`config.mk`:
```
export PLATFORM = sky130hd
export DESIGN_NAME = can_transceiver_mode_control
export DESIGN_NICKNAME = d
export VERILOG_FILES = /design/src/verilog/wake_pattern_detect.v /design/src/verilog/can_transceiver_mode_control.v
export VERILOG_INCLUDE_DIRS = /design/src /design/src/verilog
export SDC_FILE = /design/constraint.sdc
export NUM_CORES = 1
export LEC_CHECK = 0
export BUFFER_PORTS_ARGS = -buffer_cell sky130_fd_sc_hd__buf_2
export CAP_MARGIN = 20
export CELL_PAD_IN_SITES_DETAIL_PLACEMENT = 1
export CELL_PAD_IN_SITES_GLOBAL_PLACEMENT = 1
export CORE_MARGIN = 2
export CORE_UTILIZATION = 36
export CTS_BUF_LIST = sky130_fd_sc_hd__clkbuf_8
export DETAILED_ROUTE_END_ITERATION = 10
export GPL_TIMING_DRIVEN = 0
export PLACE_DENSITY = 0.65
export SETUP_SLACK_MARGIN = 0.02
export SLEW_MARGIN = 20
export SYNTH_ARGS = -nofsm -noshare
export SYNTH_HDL_FRONTEND = slang
export SYNTH_SLANG_ARGS = --single-unit
```
`constraint.sdc`:
```
create_clock -name clock -period 2.2 [get_ports clock]
set_input_delay 0 -clock clock [delete_from_list [all_inputs] [get_ports clock]]
set_output_delay 0 -clock clock [all_outputs]
set_load 0.05 [all_outputs]
```
`src/verilog/can_xcvr_defs.vh`:
```
/*
 * constants for the transceiver mode controller: mode encodings, chip
 * modes, termination codes and timer figures.
 * assumes a 50 MHz system clock; included by bare name.
 */
`ifndef CAN_XCVR_DEFS_VH
`define CAN_XCVR_DEFS_VH

// transceiver mode field encodings (upper bit set = driver/receiver powered)
`define XM_OFF 2'h0
`define XM_WAKE 2'h1
`define XM_RXONLY 2'h2
`define XM_NORMAL 2'h3

// chip operating modes
`define CM_NORMAL 3'h0
`define CM_STOP 3'h1
`define CM_SLEEP 3'h2
`define CM_RESTART 3'h3
`define CM_FAILSAFE 3'h4

// termination selection
`define TERM_FLOAT 2'h0
`define TERM_HALF 2'h1
`define TERM_GND 2'h2
`define TERM_FIXED 2'h3

// times in ns at a 20 ns clock period
`define CLK_PERIOD_NS 20
`define ENABLE_SETTLE_NS 200000
`define WAKE_MIN_NS 500
`define WAKE_MAX_NS 1800000
`define SILENCE_NS 1000000
`define TX_DOM_TO_NS 2000000
`define BUS_DOM_TO_NS 4000000

// cycle counts of the times above, sized to the 24-bit timer width so
// no parameter default is cut; least times round up, longest round down
`define ENABLE_SETTLE_CYC 24'h002710
`define WAKE_MIN_CYC 24'h000019
`define WAKE_MAX_CYC 24'h015f90
`define SILENCE_CYC 24'h00c350
`define TX_DOM_TO_CYC 24'h0186a0
`define BUS_DOM_TO_CYC 24'h030d40

`endif

```
`src/verilog/wake_pattern_detect.v`:
```
/*
 * wake pattern detector: dominant, recessive, dominant phases, each at
 * least the minimum and less than the maximum wake time.
 * assumes bus_dominant is a synchronous level; arm restarts the search.
 */
`timescale 1ns/1ps

module wake_pattern_detect #(
    parameter CW = 24,
    parameter [23:0] MIN_CYC = 24'h000019,
    parameter [23:0] MAX_CYC = 24'h015f90
) (
    input wire clock,
    input wire rst,
    input wire arm,
    input wire bus_dominant,
    output reg detected
);

localparam S_IDLE = 2'h0;
localparam S_DOM1 = 2'h1;
localparam S_REC = 2'h2;
localparam S_DOM2 = 2'h3;

reg [1:0] state_reg;
reg [CW-1:0] count_reg;
reg prev_reg;

////////////////////////////////////////////////////////////////////////
// phase timing; a short recessive phase restarts at the first dominant phase, any other phase out of window returns to idle
always @(posedge clock) begin
    if (rst || !arm) begin
        state_reg <= S_IDLE;
        count_reg <= {CW{1'b0}};
        prev_reg <= 1'b0;
        detected <= 1'b0;
    end else begin
        prev_reg <= bus_dominant;
        detected <= 1'b0;
        if (bus_dominant != prev_reg) begin
            count_reg <= {{(CW-1){1'b0}}, 1'b1};
        end else if (count_reg < MAX_CYC[CW-1:0]) begin
            count_reg <= count_reg + {{(CW-1){1'b0}}, 1'b1};
        end
        case (state_reg)
            S_IDLE: begin
                if (bus_dominant && !prev_reg) begin
                    state_reg <= S_DOM1;
                end
            end
            S_DOM1: begin
                if (count_reg >= MAX_CYC[CW-1:0]) begin
                    state_reg <= S_IDLE;
                end else if (!bus_dominant) begin
                    state_reg <= (count_reg >= MIN_CYC[CW-1:0]) ?
                        S_REC : S_IDLE;
                end
            end
            S_REC: begin
                if (count_reg >= MAX_CYC[CW-1:0]) begin
                    state_reg <= S_IDLE;
                end else if (bus_dominant) begin
                    state_reg <= (count_reg >= MIN_CYC[CW-1:0]) ?
                        S_DOM2 : S_DOM1;
                end
            end
            S_DOM2: begin
                // detection once the third phase reaches the minimum
                if (!bus_dominant) begin
                    state_reg <= S_IDLE;
                end else if (count_reg >= MIN_CYC[CW-1:0]) begin
                    detected <= 1'b1;
                    state_reg <= S_IDLE;
                end
            end
            default: begin
                state_reg <= S_IDLE;
            end
        endcase
    end
end

endmodule

```
`src/verilog/can_transceiver_mode_control.v`:
```
/*
 * digital control of a high-speed CAN transceiver: modes, enabling
 * sequence, wake detection and signalling, termination, time-outs and
 * supply undervoltage handling.
 * assumes one 50 MHz clock, synchronous inputs, and mode requests from
 * an external serial-interface block as a one-cycle write strobe.
 */
`timescale 1ns/1ps
`include "can_xcvr_defs.vh"

// Contract
// start in Off after reset; Off accepted in every chip mode (code: in Fail-Safe the mode is forced to Wake-Capable instead)
// in Off, bus wake activity is dropped without any flag
// Normal mode accepted only while chip is in Normal mode
// controller keeps transmit high until the enabling time elapses
// early dominant ignored; send only after a recessive return
// Receive-Only disables driver, keeps receiving; chip Normal or Stop
// Wake-Capable allowed in Stop/Sleep/Restart/Normal; forced in Fail-Safe
// wake in Wake-Capable drives receive low until mode changes
// wake needs dominant, recessive, dominant, each within wake window
// mode field stays Wake-Capable after a bus wake
// after wake, detection disarmed until mode toggled away and back
// entering chip Stop, Sleep or Fail-Safe rearms wake detection
// wake in Stop/Normal: interrupt low, wake status set, mode kept
// wake in Stop enables watchdog if watchdog-on-wake bit set
// wake in Sleep/Fail-Safe goes Restart; Restart stays; no interrupt
// termination follows mode, supply undervoltage and wake state
// ground termination only after silence time on Wake entry
// transmit dominant too long forces recessive and sets bus fault
// bus dominant too long in Normal/Rx-Only sets bus fault
// bus clamp filter longer than transmit time-out
// undervoltage sets flag, disables driver, resumes automatically
// undervoltage monitored only when upper mode bit is one
// all timers are clock counters with configurable limits
module can_transceiver_mode_control #(
    parameter CW = 24,
    parameter [23:0] ENABLE_SETTLE_CYC = `ENABLE_SETTLE_CYC,
    parameter [23:0] WAKE_MIN_CYC = `WAKE_MIN_CYC,
    parameter [23:0] WAKE_MAX_CYC = `WAKE_MAX_CYC,
    parameter [23:0] SILENCE_CYC = `SILENCE_CYC,
    parameter [23:0] TX_DOM_TO_CYC = `TX_DOM_TO_CYC,
    parameter [23:0] BUS_DOM_TO_CYC = `BUS_DOM_TO_CYC
) (
    input wire clock,
    input wire rst,
    input wire [2:0] chip_mode,
    input wire mode_write,
    input wire [1:0] mode_wdata,
    input wire tx_data_in,
    input wire bus_rx_dominant,
    input wire transceiver_supply_low,
    input wire watchdog_on_bus_wake,
    input wire watchdog_enabled,
    input wire irq_clear,
    input wire wake_status_clear,
    input wire fault_clear,
    input wire uv_clear,
    output reg [1:0] mode_reg,
    output reg rx_data_out,
    output reg bus_drive_dominant,
    output reg [1:0] termination,
    output reg irq_out_n,
    output reg wake_status_reg,
    output reg bus_fault_flag,
    output reg supply_undervolt_flag,
    output reg watchdog_enable_req,
    output reg restart_req,
    output reg enable_done
);

reg [CW-1:0] en_cnt_reg;
reg tx_armed_reg;
reg armed_reg;
reg woken_reg;
reg [CW-1:0] sil_cnt_reg;
reg silence_done_reg;
reg [CW-1:0] tx_cnt_reg;
reg tx_timeout_reg;
reg [CW-1:0] bus_cnt_reg;
reg [2:0] chip_prev_reg;
reg mode_accept;
reg [1:0] mode_next;
wire wake_hit;
wire chip_enter_low;
wire driver_allowed;

////////////////////////////////////////////////////////////////////////
// mode request acceptance by chip mode
always @* begin
    mode_accept = 1'b0;
    case (mode_wdata)
        // off everywhere
        `XM_OFF: mode_accept = 1'b1;
        // normal gating
        `XM_NORMAL: mode_accept = (chip_mode == `CM_NORMAL);
        // rx-only gating
        `XM_RXONLY: mode_accept = (chip_mode == `CM_NORMAL) ||
            (chip_mode == `CM_STOP);
        // wake-capable gating
        `XM_WAKE: mode_accept = (chip_mode != `CM_FAILSAFE);
        default: mode_accept = 1'b0;
    endcase
end

// fail-safe overrides any software choice
always @* begin
    mode_next = mode_reg;
    if (chip_mode == `CM_FAILSAFE) begin
        // forced wake-capable
        mode_next = `XM_WAKE;
    end else if (mode_write && mode_accept) begin
        mode_next = mode_wdata;
    end
end

// chip entering a low-power or fail-safe mode, seen as an edge
assign chip_enter_low = (chip_mode != chip_prev_reg) &&
    ((chip_mode == `CM_STOP) || (chip_mode == `CM_SLEEP) ||
    (chip_mode == `CM_FAILSAFE));

////////////////////////////////////////////////////////////////////////
// mode register, arming and wake state
always @(posedge clock) begin
    if (rst) begin
        // off after reset
        mode_reg <= `XM_OFF;
        chip_prev_reg <= `CM_NORMAL;
        armed_reg <= 1'b1;
        woken_reg <= 1'b0;
    end else begin
        chip_prev_reg <= chip_mode;
        // mode not altered by wake
        mode_reg <= mode_next;
        if (mode_next != `XM_WAKE) begin
            // toggling away rearms
            armed_reg <= 1'b1;
            woken_reg <= 1'b0;
        end else if (chip_enter_low) begin
            // rearm only; receive stays low until a mode change
            armed_reg <= 1'b1;
        end else if (wake_hit) begin
            // disarm after wake
            armed_reg <= 1'b0;
            woken_reg <= 1'b1;
        end
    end
end

// detector only runs in wake-capable while armed; off drops events
// pattern check
wake_pattern_detect #(
    .CW(CW),
    .MIN_CYC(WAKE_MIN_CYC),
    .MAX_CYC(WAKE_MAX_CYC)
) u_wake (
    .clock(clock),
    .rst(rst),
    .arm(armed_reg && (mode_reg == `XM_WAKE) && (mode_next == `XM_WAKE)),
    .bus_dominant(bus_rx_dominant),
    .detected(wake_hit)
);

////////////////////////////////////////////////////////////////////////
// wake signalling; set wins over clear on every flag
always @(posedge clock) begin
    if (rst) begin
        irq_out_n <= 1'b1;
        wake_status_reg <= 1'b0;
        watchdog_enable_req <= 1'b0;
        restart_req <= 1'b0;
    end else begin
        watchdog_enable_req <= 1'b0;
        restart_req <= 1'b0;
        if (wake_hit) begin
            // status always recorded
            wake_status_reg <= 1'b1;
            if ((chip_mode == `CM_STOP) || (chip_mode == `CM_NORMAL)) begin
                // interrupt, chip mode kept
                irq_out_n <= 1'b0;
            end else if (irq_clear) begin
                irq_out_n <= 1'b1;
            end
            // watchdog re-enable
            if ((chip_mode == `CM_STOP) && watchdog_on_bus_wake &&
                    !watchdog_enabled) begin
                watchdog_enable_req <= 1'b1;
            end
            // restart request, no interrupt
            if ((chip_mode == `CM_SLEEP) || (chip_mode == `CM_FAILSAFE) ||
                    (chip_mode == `CM_RESTART)) begin
                restart_req <= 1'b1;
            end
        end else begin
            if (irq_clear) begin
                irq_out_n <= 1'b1;
            end
            if (wake_status_clear) begin
                wake_status_reg <= 1'b0;
            end
        end
    end
end

////////////////////////////////////////////////////////////////////////
// enabling time and the early-dominant guard
always @(posedge clock) begin
    if (rst || !mode_reg[1]) begin
        en_cnt_reg <= {CW{1'b0}};
        enable_done <= 1'b0;
        tx_armed_reg <= 1'b0;
    end else begin
        // settle counter
        if (en_cnt_reg < ENABLE_SETTLE_CYC[CW-1:0]) begin
            en_cnt_reg <= en_cnt_reg + {{(CW-1){1'b0}}, 1'b1};
        end else begin
            enable_done <= 1'b1;
        end
        // need recessive after settle before first dominant
        if (enable_done && tx_data_in) begin
            tx_armed_reg <= 1'b1;
        end
    end
end

////////////////////////////////////////////////////////////////////////
// transmit dominant time-out, bus clamp and undervoltage
// the clamp limit defaults to twice the transmit limit so a stuck
// transmitter is caught by its own time-out first
always @(posedge clock) begin
    if (rst) begin
        tx_cnt_reg <= {CW{1'b0}};
        tx_timeout_reg <= 1'b0;
        bus_cnt_reg <= {CW{1'b0}};
        bus_fault_flag <= 1'b0;
        supply_undervolt_flag <= 1'b0;
    end else begin
        // transmit time-out counter
        if (mode_reg == `XM_NORMAL && !tx_data_in) begin
            if (tx_cnt_reg < TX_DOM_TO_CYC[CW-1:0]) begin
                tx_cnt_reg <= tx_cnt_reg + {{(CW-1){1'b0}}, 1'b1};
            end else begin
                tx_timeout_reg <= 1'b1;
            end
        end else begin
            tx_cnt_reg <= {CW{1'b0}};
            tx_timeout_reg <= 1'b0;
        end
        // clamp counter with longer limit
        if (mode_reg[1] && bus_rx_dominant) begin
            if (bus_cnt_reg < BUS_DOM_TO_CYC[CW-1:0]) begin
                bus_cnt_reg <= bus_cnt_reg + {{(CW-1){1'b0}}, 1'b1};
            end
        end else begin
            bus_cnt_reg <= {CW{1'b0}};
        end
        // fault flag, set beats clear
        if ((tx_timeout_reg) ||
                (mode_reg[1] && bus_cnt_reg >= BUS_DOM_TO_CYC[CW-1:0])) begin
            bus_fault_flag <= 1'b1;
        end else if (fault_clear) begin
            bus_fault_flag <= 1'b0;
        end
        // undervoltage flag, monitored only with mode bit 1
        if (mode_reg[1] && transceiver_supply_low) begin
            supply_undervolt_flag <= 1'b1;
        end else if (uv_clear) begin
            supply_undervolt_flag <= 1'b0;
        end
    end
end

// driver off during undervoltage, back when supply recovers
assign driver_allowed = (mode_reg == `XM_NORMAL) && tx_armed_reg &&
    !tx_timeout_reg && !transceiver_supply_low;

////////////////////////////////////////////////////////////////////////
// silence timer for ground termination on wake-capable entry
always @(posedge clock) begin
    if (rst || mode_reg != `XM_WAKE) begin
        sil_cnt_reg <= {CW{1'b0}};
        silence_done_reg <= 1'b0;
    end else if (bus_rx_dominant) begin
        // bus activity restarts the silence timer
        sil_cnt_reg <= {CW{1'b0}};
    end else if (sil_cnt_reg < SILENCE_CYC[CW-1:0]) begin
        sil_cnt_reg <= sil_cnt_reg + {{(CW-1){1'b0}}, 1'b1};
    end else begin
        silence_done_reg <= 1'b1;
    end
end

////////////////////////////////////////////////////////////////////////
// registered pin outputs
always @(posedge clock) begin
    if (rst) begin
        rx_data_out <= 1'b1;
        bus_drive_dominant <= 1'b0;
        termination <= `TERM_FLOAT;
    end else begin
        // driver gated
        bus_drive_dominant <= driver_allowed && !tx_data_in;
        case (mode_reg)
            `XM_NORMAL: begin
                // receive path follows bus
                rx_data_out <= !bus_rx_dominant;
                termination <= `TERM_HALF;
            end
            `XM_RXONLY: begin
                // receive only, R16 fixed level on undervoltage
                rx_data_out <= !bus_rx_dominant;
                termination <= transceiver_supply_low ?
                    `TERM_FIXED : `TERM_HALF;
            end
            `XM_WAKE: begin
                // receive held low after wake
                rx_data_out <= !woken_reg;
                // ground after silence, fixed after wake
                if (woken_reg) begin
                    termination <= `TERM_FIXED;
                end else if (silence_done_reg) begin
                    termination <= `TERM_GND;
                end else begin
                    termination <= `TERM_FLOAT;
                end
            end
            default: begin
                rx_data_out <= 1'b1;
                termination <= `TERM_FLOAT;
            end
        endcase
    end
end

endmodule

```
==> results of run 1 <==
-- cells by family (layout without fill, tap and decap cells) --
family,count (synthesis),count (layout)
mux,3,3
flops,145,145
fa+ha+maj,10,10
simple gates,368,368
xor+xnor,66,66
buf+inv,43,124
compound gates,60,60
-- through the flow --
step           setup TNS [ns]  instance area (µm²)  hold WS, ns  setup WS (ns)  utilization
6_report                    0                 7300        0.117         0.0476        0.439
5_1_grt                -0.357                 7300        0.148        -0.0623        0.439
4_1_cts                     0                 7190       0.0924         0.0347        0.432
3_5_place_dp            -1.59                 6580        0.187         -0.284        0.395
3_3_place_gp           -0.154                 6580        0.172         -0.154        0.395
2_1_floorplan               0                 6160       0.0783          0.171            -
-- synth_stat cells, drive strengths merged --
library cell,instances
a31oi,2
or3,6
o21a,3
mux2i,2
or4,3
clkbuf,17
inv,22
nand4b,1
nor3,40
o21ba,1
nand2,47
and2,35
a32oi,1
nor3b,8
nor2b,6
o21ai,11
o2bb2ai,1
nor4b,3
mux2,1
nand3b,1
and3,19
o211a,1
o211ai,3
nor2,104
nand2b,7
a221oi,1
or2,5
nor4,18
and4,5
nand3,35
a41oi,2
a21oi,25
xnor2,44
a21o,1
a211oi,2
nand4,24
buf,4
xor2,22
dfxtp,145
o311ai,2
o31ai,1
ha,10
a211o,1
and4b,1
a2111oi,2
-- cell type report --
cell class / instances / area, µm² / share of cell area
multi-input combinational: 507 / 3180 / 0.435
sequential: 145 / 2900 / 0.398
timing repair buffer: 50 / 352 / 0.0482
tap: 220 / 275 / 0.0377
clock buffer: 19 / 262 / 0.0358
clock inverter: 13 / 160 / 0.0219
buffer: 20 / 87.6 / 0.0120
inverter: 22 / 82.6 / 0.0113
-- critical path: cells and delay by family (launching register included) --
kind | cells | cell delay, ns
AND/OR/NAND/NOR | 3 | 0.84
AO/OA/AOI/OAI | 2 | 0.53
flip-flops | 1 | 0.32
buffers and inverters | 1 | 0.19
XOR/XNOR | 1 | 0.15
-- final timing paths --
path / slack (ns) / startpoint / endpoint
hold reg to reg: 0.46 / sil_cnt_reg[17]$_SDFFE_PP0P_ / sil_cnt_reg[17]$_SDFFE_PP0P_
hold / removal: 0.12 / rst / silence_done_reg$_SDFFE_PP0P_
setup reg to reg: 0.05 / en_cnt_reg[19]$_SDFFE_PP0N_ / en_cnt_reg[8]$_SDFFE_PP0N_
setup / recovery: 0.05 / en_cnt_reg[19]$_SDFFE_PP0N_ / en_cnt_reg[8]$_SDFFE_PP0N_
-- report_power, final --
group	leakage, µW	internal [µW]	switching, µW
registers	0.00117	2630	12.3
logic	0.00116	56.1	79.8
clock network	0.000217	1180	1020
-- metal layers --
metal	vias to the layer above	routed length (µm)	GRT usage
li1	2524	-	-
met1	2491	7020	0.216
met2	40	7340	0.298
met3	14	317	0.0360
met4	0	182	0.0544
met5	-	0	0
-- timing repair --
action,in CTS,in global routing
endpoints found under the hold margin,25,0
resized for setup,1,16
setup buffers,3,2
endpoints found under the setup margin,13,65
hold buffers,17,0
pin swaps,1,3
==> summary.txt, run 1 <==
=====================================================================================
Vias in the first global route                                                   5319
Max incr delay on CP                                                          0.54 ns
Net count, final                                                                  790
Clock Path Buffers                                                                  2
Clock transition at the registers of the reported paths                       0.08 ns
Post-synth top area share                                                       0.471
HPWL after DPL                                                               10300 µm
Antenna diode count                                                                 0
Number of top-level pins                                                           30
Static leakage                                                             0.00255 µW
Total wire length after detailed routing                                     14900 µm
Highest clock rate                                                            465 MHz
Xor/xnor share of the synthesized area                                         0.0938
Count of routing violations after the opening detailed-route iteration            189
Part of the cycle the worst path needs                                          0.978
Routed length per placed instance                                             14.9 µm
Startpoint kind of the worst setup timing path                               register
Length in cells of the worst reg-to-reg path                                        7
Net Count, Synth                                                                  722
Cells along the critical path                                            or4_4 -> a2111oi_4 -> o311ai_4 -> buf_6 -> nor4_4 -> xnor2_1 -> nor2_1
Max stage delay cell, worst path                                         sky130_fd_sc_hd__or4_4
Number of filler cells placed in the layout                                      1957
Share of layout cells above drive strength 1                                    0.126
Top library cells by usage in the layout, fill and taps aside            sky130_fd_sc_hd__dfxtp_1 (144), sky130_fd_sc_hd__nor2_1 (103), sky130_fd_sc_hd__nand2_1 (46)
Number of hold-slack violations in the final timing report                          0
Compound-cell area share of the yosys netlist                                  0.0652
Worst slew slack as a fraction of its limit                                     0.417
Min-delay worst type                                                           in2reg
Buffer cell driving the clock tree root                                  sky130_fd_sc_hd__clkbuf_8
Setup repair after global routing missed its margin                              true
Worst slew pin tran                                                          0.867 ns
Number of instances in the synthesized netlist                                    695
Portion of netlist area occupied by mux cells                                 0.00508
Number of buffers added by the clock tree synthesis step                           17
Worst Setup End Kind                                                         register
Count of antenna-violating nets left after detailed routing                         0
Clock Sink Count                                                                  145
Routed vias                                                                      5069
Shortest clock period the worst path allows after layout                      2.15 ns
Detail-routed via count per cell                                                 5.09
Mean instance size in the synthesized netlist                                8.86 µm²
Netlist area before placement                                             0.00616 mm²
Synth-to-layout area growth                                                     18.5%
Count of non-filler cells in the finished layout                                  996
Initial antenna violation count                                                     0
Worst Setup Path Type                                                         reg2reg
Result of the run                                                           completed
Biggest area consumer among synthesized cells                            sky130_fd_sc_hd__dfxtp_1
Final estimated routing congestion in global placement                          0.783
Initial Util                                                                    0.370
Sequential share of the synthesized area                                        0.471
Wire length of the first global-routing pass                                 25400 µm
Hold Path Depth                                                                     3
Cell total after placement                                                        943
Final max-slew violation count                                                      0
Dominant combinational cell family by area after synthesis               simple AND/OR/NAND/NOR gates
Detailed Routing Iterations Pass 1                                                  5
Floorplan die area                                                         0.0182 mm²
Yosys synthesis warning count                                                       0
Fraction of the mapped netlist area in adder cells                             0.0203
Count of distinct cell types in the synthesized netlist                            58
Congestion Overflow GR                                                              0
Areal power density over the cells                                         682 mW/mm²
Clock latency of the later-clocked register in the worst-skew pair            0.44 ns
Max cap viols                                                                       0
Core box area                                                              0.0166 mm²
Required time reported for the critical path endpoint                         2.53 ns
Arr. time, crit path                                                          2.48 ns
Die height                                                                     135 µm
Final setup violating endpoints                                                     0
Seq cells post-synth                                                              145
Total power                                                                   4980 µW
Port Buffers                                                                       28
Highest fanout seen on the critical path                                            5
CTS tree                                                                         done
# DRC                                                                               0
Commonest non-fill, non-tap cell in the layout                           sky130_fd_sc_hd__dfxtp_1
Worst-case clock skew                                                       0.0150 ns
H-tree level count                                                                  4
Largest net degree at the start of global routing                                  17
Top cells by area in the synthesized netlist                             sky130_fd_sc_hd__dfxtp_1 (47%), sky130_fd_sc_hd__nor2_1 (6.3%), sky130_fd_sc_hd__xnor2_1 (6.3%)
Max VDD drop                                                                   484 µV
Placement Rows                                                                     47
Overall fraction of global-route tracks in use                                  0.173
Synth Area in Simple Gates                                                      0.317
Die boundary width                                                             135 µm
=====================================================================================
(Power assumes the default switching activity.)
==> run 2, diff against run 1 <==
--- a/config.mk
+++ b/config.mk
@@ -6,6 +6,7 @@
 export SDC_FILE = /design/constraint.sdc
 export NUM_CORES = 1
 export LEC_CHECK = 0
+export ABC_AREA = 1
 export BUFFER_PORTS_ARGS = -buffer_cell sky130_fd_sc_hd__buf_2
 export CAP_MARGIN = 20
 export CELL_PAD_IN_SITES_DETAIL_PLACEMENT = 1
@@ -15,7 +16,7 @@
 export CTS_BUF_LIST = sky130_fd_sc_hd__clkbuf_8
 export DETAILED_ROUTE_END_ITERATION = 10
 export GPL_TIMING_DRIVEN = 0
-export PLACE_DENSITY = 0.65
+export PLACE_DENSITY = 0.68
 export SETUP_SLACK_MARGIN = 0.02
 export SLEW_MARGIN = 20
 export SYNTH_ARGS = -nofsm -noshare
==> run 2 against run 1 <==
  * Worst setup slack gained 0.26 ns
  * Largest power group unchanged
  * Critical endpoint is now tx_cnt_reg[12]$_SDFFE_PP0N_
  * Core utilization shrank 1.3 points
  * Via count grew 23%
  * Count of clock-buffer cells in the layout shrank 1
==> summary.txt, run 2 <==
=====================================================================================
Number of buffers added by the clock tree synthesis step                           17   unchanged
Biggest area consumer among synthesized cells                            sky130_fd_sc_hd__dfxtp_1   unchanged
Worst slew pin tran                                                          0.513 ns   was 0.867 ns
Netlist area before placement                                             0.00697 mm²   was 0.00616 mm²
Core box area                                                              0.0188 mm²   was 0.0166 mm²
P_sw                                                                          1150 µW   was 1110 µW
Port Buffers                                                                       29   was 28
Result of the run                                                           completed   unchanged
HPWL after DPL                                                               12500 µm   was 10300 µm
Number of hold-slack violations in the final timing report                          0   unchanged
Die boundary width                                                             143 µm   was 135 µm
Fraction of the mapped netlist area in adder cells                             0.0179   was 0.0203
Dominant combinational cell family by area after synthesis               simple AND/OR/NAND/NOR gates   unchanged
Most common flop cell mapped by yosys                                    sky130_fd_sc_hd__dfxtp_1   unchanged
Overall fraction of global-route tracks in use                                  0.178   was 0.173
Final max-slew violation count                                                      0   unchanged
Clock Path Buffers                                                                  2   unchanged
Portion of total power attributed to the clock network                          0.433   was 0.442
Clock Sink Count                                                                  145   unchanged
Shortest clock period the worst path allows after layout                      1.89 ns   was 2.15 ns
Part of the power in combinational logic                                        0.035   was 0.027
# DRC                                                                               0   unchanged
Net count, final                                                                 1097   was 790
Floorplan die area                                                         0.0205 mm²   was 0.0182 mm²
Final setup violating endpoints                                                     0   unchanged
Cell total after placement                                                       1295   was 943
Worst Setup End Kind                                                         register   unchanged
Worst slew slack as a fraction of its limit                                     0.658   was 0.417
Cells along the critical path                                            inv_1 -> nor2_4 -> inv_1 -> nor3_2 -> inv_1 -> buf_2 -> a21oi_1   was or4_4 -> a2111oi_4 -> o311ai_4 -> buf_6 -> nor4_4 -> xnor2_1 -> nor2_1
Portion of total power attributed to sequential cells                           0.532   was 0.531
Initial antenna violation count                                                     1   was 0
Max VDD drop                                                                   335 µV   was 484 µV
Highest fanout seen on the critical path                                           10   was 5
Static leakage                                                             0.00290 µW   was 0.00255 µW
CTS tree                                                                         done   unchanged
H-tree level count                                                                  4   unchanged
Mean instance size in the synthesized netlist                                6.93 µm²   was 8.86 µm²
Clock transition at the registers of the reported paths                       0.08 ns   about the same
Count of non-filler cells in the finished layout                                 1344   was 996
Part of the cycle the worst path needs                                          0.859   was 0.978
Routed vias                                                                      6217   was 5069
Share of layout cells above drive strength 1                                   0.0951   was 0.126
Number of enable flip-flop cells after synthesis                                    0   unchanged
Setup repair after global routing missed its margin                             false   was true
Detailed Routing Iterations Pass 1                                                  4   was 5
Leading cell types by count after synthesis                              sky130_fd_sc_hd__nand2_1 (199), sky130_fd_sc_hd__nor2_1 (173), sky130_fd_sc_hd__inv_1 (150)   was sky130_fd_sc_hd__dfxtp_1 (145), sky130_fd_sc_hd__nor2_1 (104), sky130_fd_sc_hd__nand2_1 (47)
Worst-case clock skew                                                      0.00894 ns   was 0.0150 ns
Max incr delay on CP                                                          0.46 ns   was 0.54 ns
Congestion Overflow GR                                                              0   unchanged
Placement Rows                                                                     50   was 47
Buffer cell driving the clock tree root                                  sky130_fd_sc_hd__clkbuf_8   unchanged
Top library cells by usage in the layout, fill and taps aside            sky130_fd_sc_hd__nand2_1 (199), sky130_fd_sc_hd__nor2_1 (173), sky130_fd_sc_hd__inv_1 (153)   was sky130_fd_sc_hd__dfxtp_1 (144), sky130_fd_sc_hd__nor2_1 (103), sky130_fd_sc_hd__nand2_1 (46)
Portion of netlist area occupied by mux cells                                       0   was 0.00508
Setup bufs post-CTS                                                                 0   was 3
Total Neg Setup Slack                                                            0 ns   unchanged
Startpoint kind of the worst setup timing path                               register   unchanged
Highest clock rate                                                            529 MHz   was 465 MHz
Yosys synthesis warning count                                                       0   unchanged
Routed length per placed instance                                             12.6 µm   was 14.9 µm
Compound-cell area share of the yosys netlist                                  0.0804   was 0.0652
Count of antenna-violating nets left after detailed routing                         0   unchanged
Cell Int Power                                                                3820 µW   was 3870 µW
Seq cells post-synth                                                              145   unchanged
Synth Area in Simple Gates                                                      0.320   was 0.317
Commonest non-fill, non-tap cell in the layout                           sky130_fd_sc_hd__nand2_1   was sky130_fd_sc_hd__dfxtp_1
Post-synth ARST share                                                               0   unchanged
Sequential share of the synthesized area                                        0.416   was 0.471
Initial Util                                                                    0.370   about the same
Vias in the first global route                                                   6284   was 5319
Clock latency of the later-clocked register in the worst-skew pair            0.45 ns   was 0.44 ns
Detail-routed via count per cell                                                 4.63   was 5.09
Top cells by area in the synthesized netlist                             sky130_fd_sc_hd__dfxtp_1 (42%), sky130_fd_sc_hd__nand2_1 (11%), sky130_fd_sc_hd__nor2_1 (9.3%)   was sky130_fd_sc_hd__dfxtp_1 (47%), sky130_fd_sc_hd__nor2_1 (6.3%), sky130_fd_sc_hd__xnor2_1 (6.3%)
Largest net degree at the start of global routing                                  17   unchanged
Leading cell type by number of instances after synthesis                 sky130_fd_sc_hd__nand2_1   was sky130_fd_sc_hd__dfxtp_1
Die height                                                                     143 µm   was 135 µm
Required time reported for the critical path endpoint                         2.58 ns   was 2.53 ns
Final hold slack                                                            0.0481 ns   was 0.117 ns
Final Core Density                                                              0.425   was 0.439
Min-delay worst type                                                           in2reg   unchanged
Count of distinct cell types in the synthesized netlist                            40   was 58
Top cell by count, worst path                                            sky130_fd_sc_hd__inv_1
Synth-to-layout area growth                                                     14.9%   was 18.5%
Net Count, Synth                                                                 1033   was 722
Count of routing violations after the opening detailed-route iteration            182   was 189
Post-synth top area share                                                       0.416   was 0.471
Xor/xnor share of the synthesized area                                         0.0616   was 0.0938
Number of instances in the synthesized netlist                                   1006   was 695
Number of top-level pins                                                           30   unchanged
Wire length of the first global-routing pass                                 29600 µm   was 25400 µm
Worst Setup Path Type                                                         reg2reg   unchanged
Final estimated routing congestion in global placement                          0.789   was 0.783
Switch share                                                                    0.231   was 0.224
Max stage delay cell, worst path                                         sky130_fd_sc_hd__dfxtp_1   was sky130_fd_sc_hd__or4_4
Arr. time, crit path                                                          2.27 ns   was 2.48 ns
Areal power density over the cells                                         621 mW/mm²   was 682 mW/mm²
Total wire length after detailed routing                                     16900 µm   was 14900 µm
Max cap viols                                                                       0   unchanged
=====================================================================================
-- run 2: per-stage QoR --
stage | power, µW | setup WS, ns | cell area (µm²)
2_1_floorplan | 2800 | 0.410 | 6970
3_3_place_gp | 2860 | 0.100 | 7440
3_5_place_dp | 2860 | 0.0620 | 7440
4_1_cts | 5060 | 0.150 | 8000
5_1_grt | 5170 | 0.0702 | 8010
6_report | 4970 | 0.311 | 8010
-- run 2: worst paths after layout --
check / startpoint / to / slack [ns] / cells past startpoint
setup reg to reg: mode_reg[1]$_SDFF_PP0_ / tx_cnt_reg[12]$_SDFFE_PP0N_ / 0.31 / 7
hold / removal: mode_write / mode_reg[0]$_SDFF_PP0_ / 0.05 / 4
hold reg to reg: bus_cnt_reg[22]$_SDFFE_PP0P_ / bus_cnt_reg[22]$_SDFFE_PP0P_ / 0.43 / 2
setup / recovery: mode_reg[1]$_SDFF_PP0_ / tx_cnt_reg[12]$_SDFFE_PP0N_ / 0.31 / 7
-- run 2: cell type report --
cell class              count  area, µm²
clock buffers              18        248
inverters                 157        589
flip-flops and latches    145       2900
multi-input cells         681       3350
plain buffers              23        136
repair buffers             45        305
diodes                      1       2.50
clock inverters            14        149
fillers                  2468      10800
well taps                 260        325
-- run 2: kinds of logic (layout without fill, tap and decap cells) --
logic type	count (synthesis)	after routing
simple gates	518	518
flops	145	145
xor+xnor	49	49
buf+inv	180	257
fa+ha+maj	10	10
compound gates	104	104
other cells	0	1
-- run 2: routing by layer --
| metal | wire length [µm] | track usage | share of wire | vias up |
|---|---|---|---|---|
| met5 | 0 | 0 | 0 | - |
| met4 | 209 | 0.0474 | 0.012 | 0 |
| met3 | 393 | 0.0369 | 0.023 | 19 |
| met2 | 7860 | 0.304 | 0.47 | 44 |
| met1 | 8410 | 0.228 | 0.50 | 2880 |
| li1 | - | - | - | 3274 |
-- run 2: timing repair --
item / CTS / global route
resized for setup: 1 / 2
cloned: 0 / 0
endpoints found under the hold margin: 32 / 0
hold buffers: 16 / 0
setup endpoints to repair: 2 / 4
-- run 2: power by group through the flow --
stage          Sequential, µW  Combinational (µW)  Clock (µW)
2_1_floorplan            2720                81.4           0
3_3_place_gp             2710                 152           0
3_5_place_dp             2710                 154           0
4_1_cts                  2640                 174        2240
5_1_grt                  2650                 193        2340
6_report                 2640                 173        2150
-- run 2: critical path: cells and delay by family (launching register included) --
kind,cells,cell delay (ns)
DFF,1,0.46
and+or+nand+nor,2,0.55
buffers and inverters,4,0.67
AOI/OAI and AO/OA,1,0.13
==> run 3, diff against run 2 <==
--- a/config.mk
+++ b/config.mk
@@ -9,7 +9,7 @@
 export ABC_AREA = 1
 export BUFFER_PORTS_ARGS = -buffer_cell sky130_fd_sc_hd__buf_2
 export CAP_MARGIN = 20
-export CELL_PAD_IN_SITES_DETAIL_PLACEMENT = 1
+export CELL_PAD_IN_SITES_DETAIL_PLACEMENT = 0
 export CELL_PAD_IN_SITES_GLOBAL_PLACEMENT = 1
 export CORE_MARGIN = 2
 export CORE_UTILIZATION = 36
@@ -17,7 +17,6 @@
 export DETAILED_ROUTE_END_ITERATION = 10
 export GPL_TIMING_DRIVEN = 0
 export PLACE_DENSITY = 0.68
-export SETUP_SLACK_MARGIN = 0.02
 export SLEW_MARGIN = 20
 export SYNTH_ARGS = -nofsm -noshare
 export SYNTH_HDL_FRONTEND = slang
==> run 3 against run 2 <==
  * Non-clock buffer count did not move
  * Combinational power fell by 2%
  * Clock power fell by 13%
  * Sequential cell count did not move
  * Largest cell class unchanged
  * Highest routed layer unchanged
  * Count of clock-buffer cells in the layout rose by 1
  * Clock skew fell by 0.00067 ns
  * First-iteration DRC count rose by 24%
==> summary.txt, run 3 (same netlist as run 2, synthesis figures left out) <==
=====================================================================================
Cells along the critical path                                            inv_1 -> nor2_1 -> nand2_1 -> nor2_2 -> clkinv_1 -> buf_2 -> a21oi_1   was inv_1 -> nor2_4 -> inv_1 -> nor3_2 -> inv_1 -> buf_2 -> a21oi_1
Worst-case clock skew                                                      0.00826 ns   was 0.00894 ns
Required time reported for the critical path endpoint                         2.57 ns   was 2.58 ns
Placement Rows                                                                     50   unchanged
Number of top-level pins                                                           30   unchanged
Setup repair after global routing missed its margin                             false   unchanged
Net count, final                                                                 1097   unchanged
Total wire length after detailed routing                                     15400 µm   was 16900 µm
Startpoint kind of the worst setup timing path                               register   unchanged
Detailed Routing Iterations Pass 1                                                  4   unchanged
Worst slew pin tran                                                          0.536 ns   was 0.513 ns
Clock latency of the later-clocked register in the worst-skew pair            0.44 ns   was 0.45 ns
Port Buffers                                                                       29   unchanged
Clock transition at the registers of the reported paths                       0.08 ns   about the same
Vias in the first global route                                                   5589   was 6284
Largest net degree at the start of global routing                                  17   unchanged
Clock Path Buffers                                                                  2   unchanged
Initial Util                                                                    0.370   unchanged
Detail-routed via count per cell                                                 4.52   was 4.63
Top library cells by usage in the layout, fill and taps aside            sky130_fd_sc_hd__nand2_1 (199), sky130_fd_sc_hd__nor2_1 (173), sky130_fd_sc_hd__inv_1 (151)   was sky130_fd_sc_hd__nand2_1 (199), sky130_fd_sc_hd__nor2_1 (173), sky130_fd_sc_hd__inv_1 (153)
Cell total after placement                                                       1295   unchanged
Arr. time, crit path                                                          2.29 ns   was 2.27 ns
Static leakage                                                             0.00287 µW   was 0.00290 µW
Max cap viols                                                                       0   unchanged
Floorplan die area                                                         0.0205 mm²   unchanged
HPWL after DPL                                                               11300 µm   was 12500 µm
Length in cells of the worst reg-to-reg path                                        7   unchanged
Total Neg Setup Slack                                                            0 ns   unchanged
Congestion Overflow GR                                                              0   unchanged
Routed length per placed instance                                             11.5 µm   was 12.6 µm
Synth-to-layout area growth                                                     13.9%   was 14.9%
# DRC                                                                               0   unchanged
CTS tree                                                                         done   unchanged
Die boundary width                                                             143 µm   unchanged
H-tree level count                                                                  4   unchanged
Kind of cell adding the most delay to the critical path                  buffers and inverters   unchanged
Final estimated routing congestion in global placement                          0.789   unchanged
Share of layout cells above drive strength 1                                   0.0918   was 0.0951
Number of buffers added by the clock tree synthesis step                           17   unchanged
Core box area                                                              0.0188 mm²   unchanged
Final setup violating endpoints                                                     0   unchanged
Number of filler cells placed in the layout                                      2017   was 2468
Number of hold-slack violations in the final timing report                          0   unchanged
Depth of the critical timing path with buffers and inverters included               7   unchanged
Count of non-filler cells in the finished layout                                 1339   was 1344
Hold Path Depth                                                                     5   was 4
Result of the run                                                           completed   unchanged
Overall fraction of global-route tracks in use                                  0.160   was 0.178
Routed vias                                                                      6049   was 6217
Buffer cell driving the clock tree root                                  sky130_fd_sc_hd__clkbuf_8   unchanged
Final max-slew violation count                                                      0   unchanged
Die height                                                                     143 µm   unchanged
Shortest clock period the worst path allows after layout                      1.92 ns   was 1.89 ns
Worst slew slack as a fraction of its limit                                     0.643   was 0.658
Worst Setup Path Type                                                         reg2reg   unchanged
Areal power density over the cells                                         590 mW/mm²   was 621 mW/mm²
Count of antenna-violating nets left after detailed routing                         0   unchanged
Initial antenna violation count                                                     1   unchanged
Max VDD drop                                                                   363 µV   was 335 µV
Register-to-Register Setup Slack                                              0.28 ns   was 0.31 ns
Max stage delay cell, worst path                                         sky130_fd_sc_hd__dfxtp_1   unchanged
Clock Sink Count                                                                  145   unchanged
Commonest non-fill, non-tap cell in the layout                           sky130_fd_sc_hd__nand2_1   unchanged
Max incr delay on CP                                                          0.42 ns   was 0.46 ns
Wire length of the first global-routing pass                                 26400 µm   was 29600 µm
Worst Setup End Kind                                                         register   unchanged
Highest fanout seen on the critical path                                           10   unchanged
Buffers and inverters on the worst path                                             3   was 4
Setup bufs post-CTS                                                                 0   unchanged
Highest clock rate                                                            520 MHz   was 529 MHz
Min-delay worst type                                                           in2reg   unchanged
Part of the cycle the worst path needs                                          0.874   was 0.859
Count of routing violations after the opening detailed-route iteration            226   was 182
=====================================================================================
==> run 3: cell type report <==
cell class                      instances  area, µm²  area share
Multi-Input combinational cell        681       3350       0.422
Buffer                                 23        135      0.0170
Tap cell                              260        325      0.0410
Antenna cell                            1       2.50    0.000315
Inverter                              157        589      0.0742
Clock inverter                          8       68.8     0.00867
Clock buffer                           19        262      0.0329
Sequential cell                       145       2900       0.366
Timing Repair Buffer                   45        305      0.0384
==> run 3: worst paths after layout <==
| path | start | endpoint |
|---|---|---|
| setup / recovery | mode_reg[0]$_SDFF_PP0_ | sil_cnt_reg[15]$_SDFFE_PP0P_ |
| hold / removal | mode_wdata[1] | mode_reg[1]$_SDFF_PP0_ |
| setup reg to reg | mode_reg[0]$_SDFF_PP0_ | sil_cnt_reg[15]$_SDFFE_PP0P_ |
| hold reg to reg | bus_cnt_reg[18]$_SDFFE_PP0P_ | bus_cnt_reg[18]$_SDFFE_PP0P_ |
==> run 3: report_power, final <==
part / internal [µW] / total (µW) / switching (µW)
logic: 60.9 / 169 / 108
clock network: 908 / 1870 / 962
registers: 2630 / 2650 / 10.8
==> run 3: through the flow <==
step | hold WS [ns] | area [µm²] | worst slack [ns] | util | power [µW]
2_1_floorplan | 0.0767 | 6970 | 0.410 | - | 2800
3_3_place_gp | 0.167 | 7440 | 0.100 | 0.395 | 2860
3_5_place_dp | 0.171 | 7440 | 0.0956 | 0.395 | 2860
4_1_cts | 0.0204 | 7930 | 0.0572 | 0.421 | 4790
5_1_grt | 0.0388 | 7940 | 0.0920 | 0.422 | 4890
6_report | 0.0475 | 7940 | 0.276 | 0.422 | 4680
==> run 3: routing by layer <==
metal	routed length (µm)	global-route usage	up-vias
met5	0	0	-
met4	155	0.0453	0
met3	424	0.0423	13
met2	6870	0.250	50
met1	7970	0.217	2721
li1	-	-	3265
==> run 3: repair_timing <==
item	4_1_cts	5_1_grt
endpoints found under the setup margin	0	23
resized for setup	0	1
endpoints found under the hold margin	32	0
hold buffers	16	0
==> run 3: worst min-delay path, delay by kind of cell <==
kind                   cells  cell delay, ns
buffers and inverters      2            0.14
AND/OR/NAND/NOR            3            0.31
